`src/pkg/jisp_pkg.sv`:
```
package jisp_pkg;
   // ********
   // Register map on the Wishbone slave
   // ********
   localparam int WB_ADR_W = 8;
   localparam logic [7:0] OFS_PORT_ENABLE = 8'h00;
   localparam logic [7:0] OFS_STATUS = 8'h04;
   localparam int ENABLE_BIT = 0;
   localparam logic RST_ENABLE = 1'h0;

   // Status word field positions
   localparam int ST_SECURITY = 0;
   localparam int ST_ERROR = 1;
   localparam int ST_JTAG_ON = 2;
   localparam int ST_CHANNEL = 3;
   localparam int ST_EXT = 4;
   localparam int ST_ISC_OFF = 5;
   localparam int ST_OPEN_DRAIN = 6;
   localparam int ST_BUSY = 7;

   // ********
   // Serial link: instruction codes and register widths
   // ********
   localparam int IR_W = 4;
   localparam int DR_W = 24;
   localparam int ADDR_W = 16;
   localparam int DATA_W = 8;
   localparam logic [3:0] IR_CAPTURE = 4'h1;
   localparam logic [3:0] INS_ISC_ENABLE = 4'h2;
   localparam logic [3:0] INS_EXT_ENABLE = 4'h3;
   localparam logic [3:0] INS_OPEN_DRAIN = 4'h4;
   localparam logic [3:0] INS_CLR_ERROR = 4'h5;
   localparam logic [3:0] INS_ISC_DISABLE = 4'h6;
   localparam logic [3:0] INS_PROGRAM = 4'h8;
   localparam logic [3:0] INS_SECT_ERASE = 4'h9;
   localparam logic [3:0] INS_CHIP_ERASE = 4'hA;
   localparam logic [3:0] INS_READ = 4'hB;
   localparam logic [3:0] INS_VERIFY = 4'hC;
   localparam logic [3:0] INS_BYPASS = 4'hF;

   // ********
   // Flash sectors and flash operations
   // ********
   localparam int NUM_SECT = 12;
   localparam int SECT_W = 4;
   localparam int SECT_LSB = 12;
   localparam logic [1:0] FOP_PROGRAM = 2'h0;
   localparam logic [1:0] FOP_SECT_ERASE = 2'h1;
   localparam logic [1:0] FOP_CHIP_ERASE = 2'h2;
   localparam logic [1:0] FOP_READ = 2'h3;

   // Pins passed through the synchroniser
   localparam int SYNC_W = 5;
   localparam logic [4:0] SYNC_RST = 5'h0A;

   typedef enum logic [3:0] {
      JISP_TLR, JISP_IDLE, JISP_SEL_DR, JISP_CAP_DR, JISP_SHIFT_DR, JISP_EXIT1_DR,
      JISP_PAUSE_DR, JISP_EXIT2_DR, JISP_UPD_DR, JISP_SEL_IR, JISP_CAP_IR,
      JISP_SHIFT_IR, JISP_EXIT1_IR, JISP_PAUSE_IR, JISP_EXIT2_IR, JISP_UPD_IR
   } jisp_tap_t;
endpackage : jisp_pkg

```
`src/verilog/jisp_sync.sv`:
```
module jisp_sync (
   input wire logic clock,
   input wire logic rst,
   input wire logic [jisp_pkg::SYNC_W-1:0] async_in,
   output logic [jisp_pkg::SYNC_W-1:0] stable
);
   import jisp_pkg::*;

   logic [SYNC_W-1:0] ff1;
   logic [SYNC_W-1:0] ff2;
   logic [SYNC_W-1:0] ff3;
   logic [SYNC_W-1:0] agree;

   // ****************************************************************
   // Three-stage capture; the first stage feeds only the second
   // ****************************************************************
   always_ff @(posedge clock or posedge rst) begin
      if (rst) begin
         ff1 <= SYNC_RST;
         ff2 <= SYNC_RST;
         ff3 <= SYNC_RST;
      end else begin
         ff1 <= async_in;
         ff2 <= ff1;
         ff3 <= ff2;
      end
   end

   // A bit moves only when stages two and three agree, filtering one-cycle glitches
   assign agree = ~(ff2 ^ ff3);

   always_ff @(posedge clock or posedge rst) begin
      if (rst) begin
         stable <= SYNC_RST;
      end else begin
         stable <= (ff3 & agree) | (stable & ~agree);
      end
   end
endmodule : jisp_sync

```
`src/verilog/jisp_port.sv`:
```
// What this block does
// - Dedicated pins ignore device reset entirely
// - Register-only enable: reset blocks, aborts operations
// - Programming instructions only, no boundary scan
// - Status pins activate only after enable command
// - Failed program or erase sets error low
// - Error holds until clear command or reset-after-disable
// - Status pin high ready, low while busy
// - Command selects open-drain for both status pins
// - Security bit blocks every memory read
// - Security allows only full chip erase
// - Chip erase clears security bit too
// - Protected sectors refuse sector erase; chip erase ignores protection
// - Pins claimed by dedicate, enable bit, or term
// - Enable bit 0, cleared by reset or write
// - Data out driven only after enable command
//
// Decided for this implementation: the Wishbone slave port and the placing of the registers.
module jisp_port (
   input wire logic clock,
   input wire logic rst,
   input wire logic wb_cyc_i,
   input wire logic wb_stb_i,
   input wire logic wb_we_i,
   input wire logic [jisp_pkg::WB_ADR_W-1:0] wb_adr_i,
   input wire logic [3:0] wb_sel_i,
   input wire logic [31:0] wb_dat_i,
   output logic [31:0] wb_dat_o,
   output logic wb_ack_o,
   input wire logic tck,
   input wire logic tms,
   input wire logic tdi,
   output logic tdo_out,
   output logic tdo_oe_n,
   input wire logic device_reset_n,
   input wire logic pin_claim_product_term,
   input wire logic nv_dedicate,
   input wire logic nv_security,
   input wire logic [jisp_pkg::NUM_SECT-1:0] nv_sector_protect,
   output logic jtag_pins_claimed,
   output logic ext_pins_claimed,
   output logic flash_status_pin_out,
   output logic flash_status_pin_oe_n,
   output logic program_error_flag_pin_out,
   output logic program_error_flag_pin_oe_n,
   output logic flash_start,
   output logic [1:0] flash_op,
   output logic [jisp_pkg::ADDR_W-1:0] flash_addr,
   output logic [jisp_pkg::DATA_W-1:0] flash_wdata,
   output logic flash_abort,
   input wire logic flash_busy,
   input wire logic flash_done,
   input wire logic flash_fail,
   input wire logic [jisp_pkg::DATA_W-1:0] flash_rdata
);
   import jisp_pkg::*;

   // ********
   // Pin synchronisation and edge detection
   // ********
   logic [SYNC_W-1:0] pins_s;
   logic tck_s;
   logic tms_s;
   logic tdi_s;
   logic dev_rst_n_s;
   logic term_s;
   logic tck_prev;
   logic dev_rst_prev;
   wire tck_rise;
   wire tck_fall;
   wire dev_rst;
   wire dev_rst_release;

   jisp_sync u_sync (
      .clock(clock),
      .rst(rst),
      .async_in({pin_claim_product_term, device_reset_n, tdi, tms, tck}),
      .stable(pins_s)
   );

   assign tck_s = pins_s[0];
   assign tms_s = pins_s[1];
   assign tdi_s = pins_s[2];
   assign dev_rst_n_s = pins_s[3];
   assign term_s = pins_s[4];

   always_ff @(posedge clock or posedge rst) begin
      if (rst) begin
         tck_prev <= 1'h0;
         dev_rst_prev <= 1'h0;
      end else begin
         tck_prev <= tck_s;
         dev_rst_prev <= dev_rst;
      end
   end

   assign tck_rise = tck_s & ~tck_prev;
   assign tck_fall = ~tck_s & tck_prev;
   assign dev_rst = ~dev_rst_n_s;
   assign dev_rst_release = dev_rst_prev & ~dev_rst;

   // ********
   // Pin claim and reset blocking
   // ********
   logic enable_bit;
   logic security;
   logic sec_loaded;
   wire jtag_on;
   wire blocked;

   assign jtag_on = nv_dedicate | enable_bit | term_s;
   // Reset only bites when the register bit is the sole claim; dedicated pins ignore it
   assign blocked = dev_rst & ~nv_dedicate & ~term_s;

   // ********
   // Wishbone slave
   // ********
   wire wb_req;
   wire hit_enable;
   wire hit_status;
   wire wr_enable;
   logic [31:0] status_word;
   logic [31:0] next_rdata;

   assign wb_req = wb_cyc_i & wb_stb_i & ~wb_ack_o;
   assign hit_enable = wb_adr_i == OFS_PORT_ENABLE;
   assign hit_status = wb_adr_i == OFS_STATUS;
   assign wr_enable = wb_req & wb_we_i & hit_enable & wb_sel_i[0];

   // Unmapped addresses still ack, reading zero, so a stray access never hangs the bus
   always_ff @(posedge clock or posedge rst) begin
      if (rst) begin
         wb_ack_o <= 1'h0;
         wb_dat_o <= 32'h00000000;
      end else begin
         wb_ack_o <= wb_req;
         wb_dat_o <= next_rdata;
      end
   end

   // Device reset clears the enable bit even if a write lands in the same cycle
   always_ff @(posedge clock or posedge rst) begin
      if (rst) begin
         enable_bit <= RST_ENABLE;
      end else if (dev_rst) begin
         enable_bit <= 1'h0;
      end else if (wr_enable) begin
         enable_bit <= wb_dat_i[ENABLE_BIT];
      end
   end

   // ********
   // Test access port state machine
   // ********
   jisp_tap_t tap;
   jisp_tap_t next_tap;
   logic [IR_W-1:0] ir;
   logic [IR_W-1:0] ir_shift;
   logic [DR_W-1:0] dr;
   logic bypass_bit;
   logic channel_on;
   logic ext_on;
   logic open_drain;
   logic isc_disabled;
   logic error_flag;

   always_comb begin
      next_tap = tap;
      unique case (tap)
         JISP_TLR: next_tap = tms_s ? JISP_TLR : JISP_IDLE;
         JISP_IDLE: next_tap = tms_s ? JISP_SEL_DR : JISP_IDLE;
         JISP_SEL_DR: next_tap = tms_s ? JISP_SEL_IR : JISP_CAP_DR;
         JISP_CAP_DR: next_tap = tms_s ? JISP_EXIT1_DR : JISP_SHIFT_DR;
         JISP_SHIFT_DR: next_tap = tms_s ? JISP_EXIT1_DR : JISP_SHIFT_DR;
         JISP_EXIT1_DR: next_tap = tms_s ? JISP_UPD_DR : JISP_PAUSE_DR;
         JISP_PAUSE_DR: next_tap = tms_s ? JISP_EXIT2_DR : JISP_PAUSE_DR;
         JISP_EXIT2_DR: next_tap = tms_s ? JISP_UPD_DR : JISP_SHIFT_DR;
         JISP_UPD_DR: next_tap = tms_s ? JISP_SEL_DR : JISP_IDLE;
         JISP_SEL_IR: next_tap = tms_s ? JISP_TLR : JISP_CAP_IR;
         JISP_CAP_IR: next_tap = tms_s ? JISP_EXIT1_IR : JISP_SHIFT_IR;
         JISP_SHIFT_IR: next_tap = tms_s ? JISP_EXIT1_IR : JISP_SHIFT_IR;
         JISP_EXIT1_IR: next_tap = tms_s ? JISP_UPD_IR : JISP_PAUSE_IR;
         JISP_PAUSE_IR: next_tap = tms_s ? JISP_EXIT2_IR : JISP_PAUSE_IR;
         JISP_EXIT2_IR: next_tap = tms_s ? JISP_UPD_IR : JISP_SHIFT_IR;
         JISP_UPD_IR: next_tap = tms_s ? JISP_SEL_DR : JISP_IDLE;
      endcase
   end

   // Link steps on each rising test clock; a blocking reset holds it in reset state
   wire tap_live;
   assign tap_live = jtag_on & ~blocked;

   always_ff @(posedge clock or posedge rst) begin
      if (rst) begin
         tap <= JISP_TLR;
      end else if (!tap_live) begin
         tap <= JISP_TLR;
      end else if (tck_rise) begin
         tap <= next_tap;
      end
   end

   // ********
   // Instruction decode and command gating
   // ********
   wire step;
   wire upd_ir;
   wire upd_dr;
   wire cap_dr;
   wire is_read;
   wire is_known;
   wire [SECT_W-1:0] sector;
   wire sect_locked;
   wire do_program;
   wire do_serase;
   wire do_cerase;
   wire do_read;
   wire flash_cmd;
   logic op_active;
   logic [1:0] active_op;

   // Sector index beyond the array counts as locked, so a bad address erases nothing
   function automatic logic sector_locked(input logic [SECT_W-1:0] idx,
                                         input logic [NUM_SECT-1:0] prot);
      if (idx >= SECT_W'(NUM_SECT)) begin
         return 1'h1;
      end
      return prot[idx];
   endfunction : sector_locked

   assign step = tck_rise & tap_live;
   assign upd_ir = step & (tap == JISP_UPD_IR);
   assign upd_dr = step & (tap == JISP_UPD_DR) & channel_on & ~op_active;
   assign cap_dr = step & (tap == JISP_CAP_DR);
   assign is_read = (ir == INS_READ) | (ir == INS_VERIFY);
   // Boundary-scan and other unlisted codes fall into the one-bit bypass path
   assign is_known = (ir == INS_PROGRAM) | (ir == INS_SECT_ERASE) | (ir == INS_CHIP_ERASE)
                     | is_read;
   assign sector = dr[DATA_W+SECT_LSB +: SECT_W]; // Top nibble of the address field
   assign sect_locked = sector_locked(sector, nv_sector_protect);
   assign do_program = upd_dr & (ir == INS_PROGRAM) & ~security;
   assign do_serase = upd_dr & (ir == INS_SECT_ERASE) & ~security & ~sect_locked;
   assign do_cerase = upd_dr & (ir == INS_CHIP_ERASE);
   assign do_read = upd_dr & is_read & ~security;
   assign flash_cmd = do_program | do_serase | do_cerase | do_read;

   // ********
   // Instruction and data shift paths
   // ********
   always_ff @(posedge clock or posedge rst) begin
      if (rst) begin
         ir <= INS_BYPASS;
         ir_shift <= INS_BYPASS;
      end else if (!tap_live || (tck_rise && tap == JISP_TLR)) begin
         ir <= INS_BYPASS;
      end else if (step) begin
         if (tap == JISP_CAP_IR) begin
            ir_shift <= IR_CAPTURE;
         end else if (tap == JISP_SHIFT_IR) begin
            ir_shift <= {tdi_s, ir_shift[IR_W-1:1]};
         end else if (tap == JISP_UPD_IR) begin
            ir <= ir_shift;
         end
      end
   end

   // Read data is replaced by zero under security so nothing leaks through the shift path
   always_ff @(posedge clock or posedge rst) begin
      if (rst) begin
         dr <= '0;
         bypass_bit <= 1'h0;
      end else if (cap_dr) begin
         bypass_bit <= 1'h0;
         if (is_read) begin
            dr <= {dr[DR_W-1:DATA_W], security ? 8'h00 : flash_rdata};
         end
      end else if (step && tap == JISP_SHIFT_DR) begin
         if (is_known) begin
            dr <= {tdi_s, dr[DR_W-1:1]};
         end else begin
            bypass_bit <= tdi_s;
         end
      end
   end

   // Output bit changes on the falling test clock, as the far end samples on rising
   wire shift_bit;
   assign shift_bit = (tap == JISP_SHIFT_IR) ? ir_shift[0] : (is_known ? dr[0] : bypass_bit);

   always_ff @(posedge clock or posedge rst) begin
      if (rst) begin
         tdo_out <= 1'h0;
         tdo_oe_n <= 1'h1;
      end else begin
         if (tck_fall) begin
            tdo_out <= shift_bit;
         end
         tdo_oe_n <= ~(channel_on & tap_live);
      end
   end

   // ********
   // Session modes set by instructions
   // ********
   always_ff @(posedge clock or posedge rst) begin
      if (rst) begin
         channel_on <= 1'h0;
         ext_on <= 1'h0;
         open_drain <= 1'h0;
         isc_disabled <= 1'h0;
      end else if (!tap_live) begin
         channel_on <= 1'h0;
         ext_on <= 1'h0;
      end else if (upd_ir) begin
         if (ir_shift == INS_ISC_ENABLE || ir_shift == INS_EXT_ENABLE) begin
            channel_on <= 1'h1;
            isc_disabled <= 1'h0;
         end
         if (ir_shift == INS_EXT_ENABLE) begin
            ext_on <= 1'h1;
         end
         if (ir_shift == INS_OPEN_DRAIN && channel_on) begin
            open_drain <= 1'h1;
         end
         if (ir_shift == INS_ISC_DISABLE) begin
            channel_on <= 1'h0;
            ext_on <= 1'h0;
            isc_disabled <= 1'h1;
         end
      end else if (dev_rst_release) begin
         isc_disabled <= 1'h0;
      end
   end

   // ********
   // Flash operation launch, completion and abort
   // ********
   wire [1:0] next_op;
   assign next_op = do_program ? FOP_PROGRAM : do_serase ? FOP_SECT_ERASE :
                    do_cerase ? FOP_CHIP_ERASE : FOP_READ;
   always_ff @(posedge clock or posedge rst) begin
      if (rst) begin
         flash_start <= 1'h0;
         flash_op <= FOP_READ;
         flash_addr <= '0;
         flash_wdata <= '0;
         flash_abort <= 1'h0;
         op_active <= 1'h0;
         active_op <= FOP_READ;
      end else begin
         flash_start <= flash_cmd;
         flash_abort <= blocked & op_active;
         if (flash_cmd) begin
            flash_op <= next_op;
            active_op <= next_op;
            flash_addr <= dr[DR_W-1:DATA_W];
            flash_wdata <= dr[DATA_W-1:0];
            op_active <= 1'h1;
         end else if (flash_done || (blocked && op_active)) begin
            op_active <= 1'h0;
         end
      end
   end

   // ********
   // Security bit and error flag
   // ********
   wire wr_fail;
   wire err_clear;
   assign wr_fail = flash_done & flash_fail & op_active & (active_op != FOP_READ);
   assign err_clear = (upd_ir & (ir_shift == INS_CLR_ERROR)) | (isc_disabled & dev_rst_release);

   // Security strap is caught one cycle after reset release, never inside the reset
   always_ff @(posedge clock or posedge rst) begin
      if (rst) begin
         security <= 1'h1;
         sec_loaded <= 1'h0;
      end else if (!sec_loaded) begin
         security <= nv_security;
         sec_loaded <= 1'h1;
      end else if (flash_done && !flash_fail && op_active && active_op == FOP_CHIP_ERASE) begin
         security <= 1'h0;
      end
   end

   // A failure landing in the clearing cycle wins, so no error is ever missed
   always_ff @(posedge clock or posedge rst) begin
      if (rst) begin
         error_flag <= 1'h0;
      end else if (wr_fail) begin
         error_flag <= 1'h1;
      end else if (err_clear) begin
         error_flag <= 1'h0;
      end
   end

   // ********
   // Extension pins and claim outputs
   // ********
   logic next_stat_oe_n;
   logic next_err_oe_n;
   wire stat_level;
   wire err_level;
   assign stat_level = ~flash_busy;
   assign err_level = ~error_flag;

   // Open-drain releases the pin for a high, so an external pull-up sets the level
   always_comb begin
      next_stat_oe_n = 1'h1;
      next_err_oe_n = 1'h1;
      if (ext_on && tap_live) begin
         next_stat_oe_n = open_drain ? stat_level : 1'h0;
         next_err_oe_n = open_drain ? err_level : 1'h0;
      end
   end

   always_ff @(posedge clock or posedge rst) begin
      if (rst) begin
         flash_status_pin_out <= 1'h1;
         flash_status_pin_oe_n <= 1'h1;
         program_error_flag_pin_out <= 1'h1;
         program_error_flag_pin_oe_n <= 1'h1;
         jtag_pins_claimed <= 1'h0;
         ext_pins_claimed <= 1'h0;
      end else begin
         flash_status_pin_out <= stat_level;
         flash_status_pin_oe_n <= next_stat_oe_n;
         program_error_flag_pin_out <= err_level;
         program_error_flag_pin_oe_n <= next_err_oe_n;
         jtag_pins_claimed <= jtag_on;
         ext_pins_claimed <= ext_on & tap_live;
      end
   end

   // ********
   // Read-back of block state
   // ********
   always_comb begin
      status_word = 32'h00000000;
      status_word[ST_SECURITY] = security;
      status_word[ST_ERROR] = error_flag;
      status_word[ST_JTAG_ON] = jtag_on;
      status_word[ST_CHANNEL] = channel_on;
      status_word[ST_EXT] = ext_on;
      status_word[ST_ISC_OFF] = isc_disabled;
      status_word[ST_OPEN_DRAIN] = open_drain;
      status_word[ST_BUSY] = op_active;
      next_rdata = 32'h00000000;
      if (wb_req && !wb_we_i && hit_enable) begin
         next_rdata[ENABLE_BIT] = enable_bit;
      end else if (wb_req && !wb_we_i && hit_status) begin
         next_rdata = status_word;
      end
   end
endmodule : jisp_port

```
`config.mk`:
```
export PLATFORM = sky130hd
export DESIGN_NAME = jisp_port
export DESIGN_NICKNAME = d
export VERILOG_FILES = /design/src/pkg/jisp_pkg.sv /design/src/verilog/jisp_sync.sv /design/src/verilog/jisp_port.sv
export SDC_FILE = /design/constraint.sdc
export NUM_CORES = 1
export LEC_CHECK = 0
export BUFFER_PORTS_ARGS = -buffer_cell sky130_fd_sc_hd__buf_2
export CORE_AREA = 2 2 82 123
export DETAILED_ROUTE_END_ITERATION = 8
export DIE_AREA = 0 0 84 125
export GPL_TIMING_DRIVEN = 0
export MAX_ROUTING_LAYER = met4
export PLACE_DENSITY = 0.89
export SLEW_MARGIN = 20
export SYNTH_ARGS = -nofsm -noshare
export SYNTH_HDL_FRONTEND = slang
export SYNTH_SLANG_ARGS = --single-unit
```
`constraint.sdc`:
```
create_clock -name clock -period 7.4 [get_ports clock]
set_clock_uncertainty 0.15 [all_clocks]
set_input_delay 0.74 -clock clock [delete_from_list [all_inputs] [get_ports clock]]
set_output_delay 0.74 -clock clock [all_outputs]
set_load 0.005 [all_outputs]
```
==> results.md, run 1 <==
- Chip Width: around 84 µm
- Setup bufs post-CTS: 0
- Register area share after synthesis: 0.566
- Final ANT Viol Nets: 0
- Post-DP HPWL: 7.64 mm
- Syn avg cell area: 12.0 µm²
- Yosys warnings: 0
- # setup viols final: 0
- Ports: 148
- Initial DRC count: ~300
- Hold slack: 175 ps
- Via count: 3805
- Yosys cell types: 55
- Top_reg_cell synth: dfrtp_1
- Commonest non-fill, non-tap cell in the layout: buf_2
- Synthesis-stage register bit count: 113
- Worst EP arrival: between 3000 and 4000 ps
- Crit path required time: 7540 ps
- Ys async rst share: 1.00
- Worst-path fanout max: 10
- Share of layout cells above drive strength 1: 0.399
- Non-filler instance count after layout: 682
- CP Launch Type: flop
- Max-cap violations: 0
- Slew @ Worst Pin: 934 ps
- Largest net degree at the start of global routing: 75
- Final worst path period share: 0.398
- Total wire length: 11.1 mm
- GP Congestion: between 0.8 and 0.9
- Post-synth top area share: 0.441
- Num CTS Buffers: 17
- H-tree Lvls: 4
- Pre-antenna DRT Iters: 5
- Placed insts: 650
- Slew HR: 0.373
- Final Power: 1650 µW
- Pleak: 0.00316 µW
- Die Span Y: 125 µm
- Core ar.: around 9500 µm²
- Worst R2R Setup Slack: 4450 ps
- Crit path time final: 2950 ps
- GRT Total Usage: 0.226
- Clk root buf: clkbuf_16
- Worst Setup Path Type: reg -> reg
- RSZ-0062 raised after global routing: no
- Status: finished clean
- Antenna fix cells: 0
- Slew Viols, Final: 0
- CTS Hold Bufs: 0
- Site row count: 44
- Nets@finish: 633
- Max clock buf depth: 2
- Fmax: 0.340 GHz
- Area Growth Syn to Fin: 25.2%
- Final core utilization: 0.664
- Critical path endpoint category: flop
- CTS tree: done
- Drt via density: ~5.6
- Clock sink total: 113
- Die Area: 10500 µm²
- Post-synthesis cell count: 422
- First-pass GRT wire length: 18.3 mm
- PD cells: 261 nW/µm²
- WL per Instance: 16.3 µm
- VDD IR max: 0.000229 V
- Top cells by area, synth: dfrtp_1 (44%), dfstp_2 (12%), mux2_4 (5.4%)
- Post-synth top area cell: dfrtp_1
- Post_cts resized: 0
- Total gr overflow: 0
- Total DRC errors in the routed layout: 0
- Fin. Hold Viols: 0
- Antenna violations before repair: 0
- Worst-path clk slew: approximately 60 ps
- PortBufs: slightly below 90
- Fin Setup TNS: 0 ps
- Post-Syn Area: 5050 µm²
- Most frequent cells in the layout: buf_2 (90), dfrtp_1 (89), nand2_1 (29)
- Post-synth EDFFs: 0
- Latest clock arrival within the worst-skew pair: just over 400 ps
- Hold WC Path Type: in -> async
- Vias in the first global route: between 3k and 4k
- Initial Util: 0.530
-- cell usage after synthesis, types with 3 or more instances --
library cell,instances
mux2_2,23
nand2_1,29
dfrtp_1,89
buf_6,4
nor2b_1,6
and2_1,9
nor3b_1,4
nor4_1,3
o21ai_0,21
mux2i_1,9
nor2_1,24
nor3_1,10
nand4b_1,10
dfstp_2,24
and3b_1,3
buf_4,24
mux2_4,18
a31oi_1,10
or3_1,3
clkbuf_1,10
maj3_1,5
nand3_1,10
a21oi_1,16
nand4_1,3
inv_1,17
-- cell families (layout without fill, tap and decap cells) --
logic type               Yosys count  in the layout  synth area share
AO/OA/AOI/OAI                     65             65            0.0830
adder cells (fa/ha/maj)            5              5           0.00991
buffers and inverters             57            179            0.0664
flip-flops                       113            113             0.566
multiplexers                      52             52             0.133
other                              2             25           0.00149
AND/OR/NAND/NOR                  128            128             0.140
-- path summary, 6_finish.rpt --
path                                         start                       to  cells after the start
min reg2reg                u_sync.ff1[4]$_DFF_PP0_  u_sync.ff2[4]$_DFF_PP0_                      0
min in group clock         u_sync.ff1[4]$_DFF_PP0_  u_sync.ff2[4]$_DFF_PP0_                      0
max in group asynchronous                      rst                async pin                      3
max                                           flop       dr[15]$_DFFE_PP0P_                      7
min                                            rst    wb_dat_o[0]$_DFF_PP0_                      2
max reg2reg                                   flop       dr[15]$_DFFE_PP0P_                      7
-- sequential cells by signal, summed over array words and instances, names as in the netlist, 5 cells and up, named ones only --
signal and flops:
u_sync.ff1 5, dr 24, wb_dat_o 8, flash_addr 16, u_sync.ff2 5, u_sync.ff3 5
flash_wdata 8
-- layout make-up --
class | count | area [µm²]
fillers | 645 | 3200
flip-flops and latches | 113 | 2860
multi-input cells | 275 | 1950
repair buffers | 90 | 473
clock buffers | 19 | 443
plain buffers | 40 | 272
well taps | 115 | 144
clock inverters | 13 | 115
inverters | 17 | 68.8
-- metal layers --
| layer | up-vias | GRT usage | wire length, µm |
|---|---|---|---|
| met2 | 189 | 0.381 | 5920 |
| met3 | 47 | 0.0561 | 673 |
| met5 | - | - | 0 |
| met4 | 0 | 0.126 | 414 |
| li1 | 1718 | - | - |
| met1 | 1851 | 0.241 | 4100 |
-- power breakdown --
group | internal, µW | switching, µW
combinational | 76.1 | 110
clock | 468 | 289
sequential | 666 | 38.5
total | 1210 | 438
-- per-stage QoR --
stage	setup slack, ps	cell area [µm²]
5_1_grt	4270	6320
3_5_place_dp	4190	5760
6_report	4450	6320
3_3_place_gp	2540	5720
2_1_floorplan	3560	5130
4_1_cts	4130	6310
-- critical path, cell delays in order, from the launching register on --
cell and delay [ps]:
dfstp_2 510, clkbuf_1 250, a211o_1 190, buf_6 140
nand2_1 190, nor3_2 630, buf_2 370, mux2_2 390
Note: power is estimated with default switching activity, not from simulation.
==> run 2, diff against run 1 <==
--- a/config.mk
+++ b/config.mk
@@ -5,13 +5,14 @@
 export SDC_FILE = /design/constraint.sdc
 export NUM_CORES = 1
 export LEC_CHECK = 0
+export ABC_AREA = 1
 export BUFFER_PORTS_ARGS = -buffer_cell sky130_fd_sc_hd__buf_2
-export CORE_AREA = 2 2 82 123
+export CORE_AREA = 2 2 88 133
 export DETAILED_ROUTE_END_ITERATION = 8
-export DIE_AREA = 0 0 84 125
+export DIE_AREA = 0 0 90 135
 export GPL_TIMING_DRIVEN = 0
 export MAX_ROUTING_LAYER = met4
-export PLACE_DENSITY = 0.89
+export PLACE_DENSITY = 0.82
 export SLEW_MARGIN = 20
 export SYNTH_ARGS = -nofsm -noshare
 export SYNTH_HDL_FRONTEND = slang
==> constraint.sdc (replaced) <==
create_clock -name clock -period 2.4 [get_ports clock]
set_clock_uncertainty 0.15 [all_clocks]
set_input_delay 0.24 -clock clock [delete_from_list [all_inputs] [get_ports clock]]
set_output_delay 0.24 -clock clock [all_outputs]
set_load 0.005 [all_outputs]
==> run 2 against run 1 <==
Global-route usage down 0.97 points. Clock power rose to 3.6 times the previous value. Die area up 16%. Synthesized area up 0.57%. Via count up 13%. Sequential share of layout area down 2.5 points. Count of clock-buffer cells in the layout up 2. Synthesized cell count up 33%. Cell count up 28%. Wire length up 9.2%. Setup slack worse by 4300 ps. Flip-flop and latch count unchanged. Highest routed layer unchanged.
==> results.md, run 2 <==
- Antenna fix cells: 0 (unchanged)
- Worst Setup SP: wb_stb_i
- Post-synth top area cell: dfrtp_1
- Fin. Hold Viols: 0 (unchanged)
- RSZ-0062 raised after global routing: no
- Antenna violations before repair: 0 (unchanged)
- Final ANT Viol Nets: 0 (unchanged)
- Most frequent cell after synthesis: nand2_1
- GRT Total Usage: 0.216 (-0.00975)
- First-pass GRT wire length: 20.3 mm (+11%)
- Largest net degree at the start of global routing: 38 (-49%)
- Slowest stage delay, CP: 550 ps (-80 ps)
- Hold WC Path Type: in -> reg
- Reg power frac: 0.395 (-0.033)
- Max-cap violations: 0 (unchanged)
- Share of layout cells above drive strength 1: 0.287 (-0.112)
- Power share of the combinational group: 0.070 (-0.043)
- Setup crit end: wb_dat_o[0]$_DFF_PP0_
- Yosys cell types: 40 (-27%)
- CP most frequent cell: dlygate4sd3_1
- H-tree Lvls: 4 (unchanged)
- Fmax: ~0.45 GHz
- Total wire length: 12.1 mm (+9.2%)
- VDD IR max: 0.000540 V (+140%)
- Drt via density: 4.95 (-11%)
- Nets@finish: 792 (+25%)
- Initial Util: 0.464 (-0.0659)
- Pleak: 0.00350 µW (+11%)
- Register area share after synthesis: 0.563 (-0.00321)
- Slew Viols, Final: 0 (unchanged)
- WL per Instance: 13.9 µm (-15%)
- Worst R2R Path Depth: 9 (+2)
- CP Launch Type: input pin
- Commonest cells post-synth: nand2_1 (128), dfrtp_1 (89), inv_1 (67), nor2_1 (43), o21ai_0 (31)
- Multi-input logic area: 1780 µm² (-8.8%)
- Total DRC errors in the routed layout: 0 (unchanged)
- Final worst path period share: 0.925
- Worst path depth: 8 (+1)
- Crit path required time: 2600 ps (-4940 ps)
- Slew HR: 0.664 (+0.291)
- FILL cells: 881 (+37%)
- Largest Register: dr
- Placed insts: 823 (+27%)
- Post-Syn Area: 5080 µm² (+0.57%)
- Worst R2R Setup Slack: 250 ps (-4200 ps)
- Status: finished clean
- Sequence of cells on the critical path: dlygate4sd3_1 -> buf_2 -> nand2_1 -> dlygate4sd3_1 -> nor2_1 -> nand2_1 -> a21oi_1 -> dlygate4sd3_1
- CTS tree: done
- Pre-antenna DRT Iters: 5 (unchanged)
- Worst EP arrival: 2420 ps (-670 ps)
- PortBufs: 89 (unchanged)
- Ys async rst share: 1.00 (unchanged)
- Yosys warnings: 0 (unchanged)
- Max FFs per register: 24 (unchanged)
- Site row count: 47 (+6.8%)
- Fin Setup TNS: 0 ps (unchanged)
- Power share of the clock group: 0.535 (+0.075)
- Initial DRC count: 293 (-3.3%)
- Top cells by area, synth: dfrtp_1 (44%), dfstp_2 (12%), nand2_1 (9.5%)
- Ports: 148 (unchanged)
- Die Area: 12200 µm² (+16%)
- Top_reg_cell synth: dfrtp_1
- Core ar.: 10900 µm² (+15%)
- Die Span Y: 135 µm (+8.0%)
- GP Congestion: 0.872 (+1.4%)
- Latest clock arrival within the worst-skew pair: 420 ps (about the same)
- Slew @ Worst Pin: 499 ps (-435 ps)
- Area Growth Syn to Fin: 31.8%
- Critical path endpoint category: flop
- Worst r2r dst: flash_wdata[2]$_DFFE_PP0P_
- Delay-heaviest family, CP: buffers and inverters
- Vias in the first global route: 4472 (+16%)
- Crit path time final: ~2200 ps
- Post-synth EDFFs: 0 (unchanged)
- Worst-path fanout max: 4 (-6)
- Switching Share: 0.214 (-0.0515)
- Clk root buf: clkbuf_16
- Chip Width: 90 µm (+7.1%)
- Syn avg cell area: 9.05 µm² (-24%)
- # setup viols final: 0 (unchanged)
- Cell at the slowest stage of the critical path: dlygate4sd3_1
- Most frequent cells in the layout: nand2_1 (128), buf_2 (101), dfrtp_1 (89)
- Biggest regs: dr: 24 flops, flash_addr: 16 flops
- Seq. cell area: 2860 µm² (unchanged)
- Worst-path clk slew: 50 ps (about the same)
- Total gr overflow: 0 (unchanged)
- Post-DP HPWL: 8.31 mm (+8.7%)
- Post-synth top area share: 0.439 (-0.00250)
- Via count: 4317 (+13%)
- Max clock buf depth: 2 (unchanged)
- Commonest non-fill, non-tap cell in the layout: nand2_1
- Synthesis-stage register bit count: 113 (unchanged)
- Worst Setup Path Type: in -> reg
- Post-synthesis cell count: 561 (+33%)
- Num CTS Buffers: 17 (unchanged)
- Non-filler instance count after layout: 872 (+28%)
- Psw: 1100 µW (+150%)
- Int Power: 4050 µW (+230%)
- Clock sink total: 113 (unchanged)
- PD cells: 770 nW/µm² (+200%)
- WP buf/inv: 4 (+1)
==> run 2: cell count changes in the layout (fill, tap and decap cells not counted), sizes merged, moves of 9 or more <==
| cell | delta |
|---|---|
| o21ai | +30 |
| nand2 | +101 |
| buf | +12 |
| nand4b | -10 |
| dlygate4sd3 | +18 |
| mux2i | -9 |
| inv | +49 |
| nand3 | +17 |
| mux2 | -41 |
| nor2 | +25 |
| nand4 | +27 |
==> run 2: how the worst min path moves through the flow <==
stage,from,endpoint,cells after the start,slack (ps)
after floorplan,tms,u_sync.ff1[1]$_DFF_PP1_,0,90
after global placement,u_sync.ff1[0]$_DFF_PP0_,u_sync.ff2[0]$_DFF_PP0_,0,190
after detailed placement,rst,u_sync.ff1[0]$_DFF_PP0_,2,120
after CTS,flash_rdata[6],dr[6]$_DFFE_PP0P_,5,40
after global routing,flash_rdata[0],dr[0]$_DFFE_PP0P_,5,80
final,flash_rdata[6],dr[6]$_DFFE_PP0P_,5,40
==> run 2: routing by layer <==
metal / track usage / part of all wire
met2: 0.380 / 0.54
met5: - / 0
met1: 0.227 / 0.38
met3: 0.0541 / 0.047
met4: 0.106 / 0.034
==> run 2: tightest hold or removal path: stages <==
cell	delay [ps]
buf_2	80
nand3_1	60
o21ai_0	70
nand2_1	50
o21ai_1	60
==> run 2: final cells by class <==
type / instances / area share
clock buffers: 21 / 0.0703
well taps: 147 / 0.0275
multi-input cells: 362 / 0.265
clock inverters: 10 / 0.0271
plain buffers: 40 / 0.0409
repair buffers: 110 / 0.102
flip-flops and latches: 113 / 0.427
inverters: 69 / 0.0393
==> run 2: stage by stage <==
| stage | hold WS, ps | utilization | area [µm²] | worst slack [ps] | total power [µW] |
|---|---|---|---|---|---|
| after CTS | 37.1 | 0.612 | 6690 | 223 | 5180 |
| final | 41.3 | 0.612 | 6690 | 180 | 5150 |
| after floorplan | 94.5 | - | 5170 | 552 | 2280 |
| after detailed placement | 121 | 0.535 | 5860 | 273 | 2400 |
| after global routing | 82.6 | 0.612 | 6690 | 95.9 | 5340 |
| after global placement | 189 | 0.530 | 5800 | 21.3 | 2370 |
==> run 2: cell families after synthesis <==
family                   share of synthesized area
AO/OA/AOI/OAI                               0.0897
flip-flops                                   0.563
adder cells (fa/ha/maj)                    0.00986
buffers and inverters                        0.105
AND/OR/NAND/NOR                              0.231
other                                      0.00148
==> run 2: repair_timing <==
action	CTS	global route
endpoints found under the setup margin	0	1
hold buffers	18	0
hold endpoints to repair	29	0
setup buffers	0	0
gates resized for setup	0	1
==> run 2: power by group through the flow <==
stage / Combinational [µW] / Sequential, µW / Clock, µW
finish: 358 / 2040 / 2760
CTS: 355 / 2040 / 2780
floorplan: 223 / 2060 / 0
detailed placement: 332 / 2060 / 0
global route: 407 / 2050 / 2890
global placement: 311 / 2060 / 0
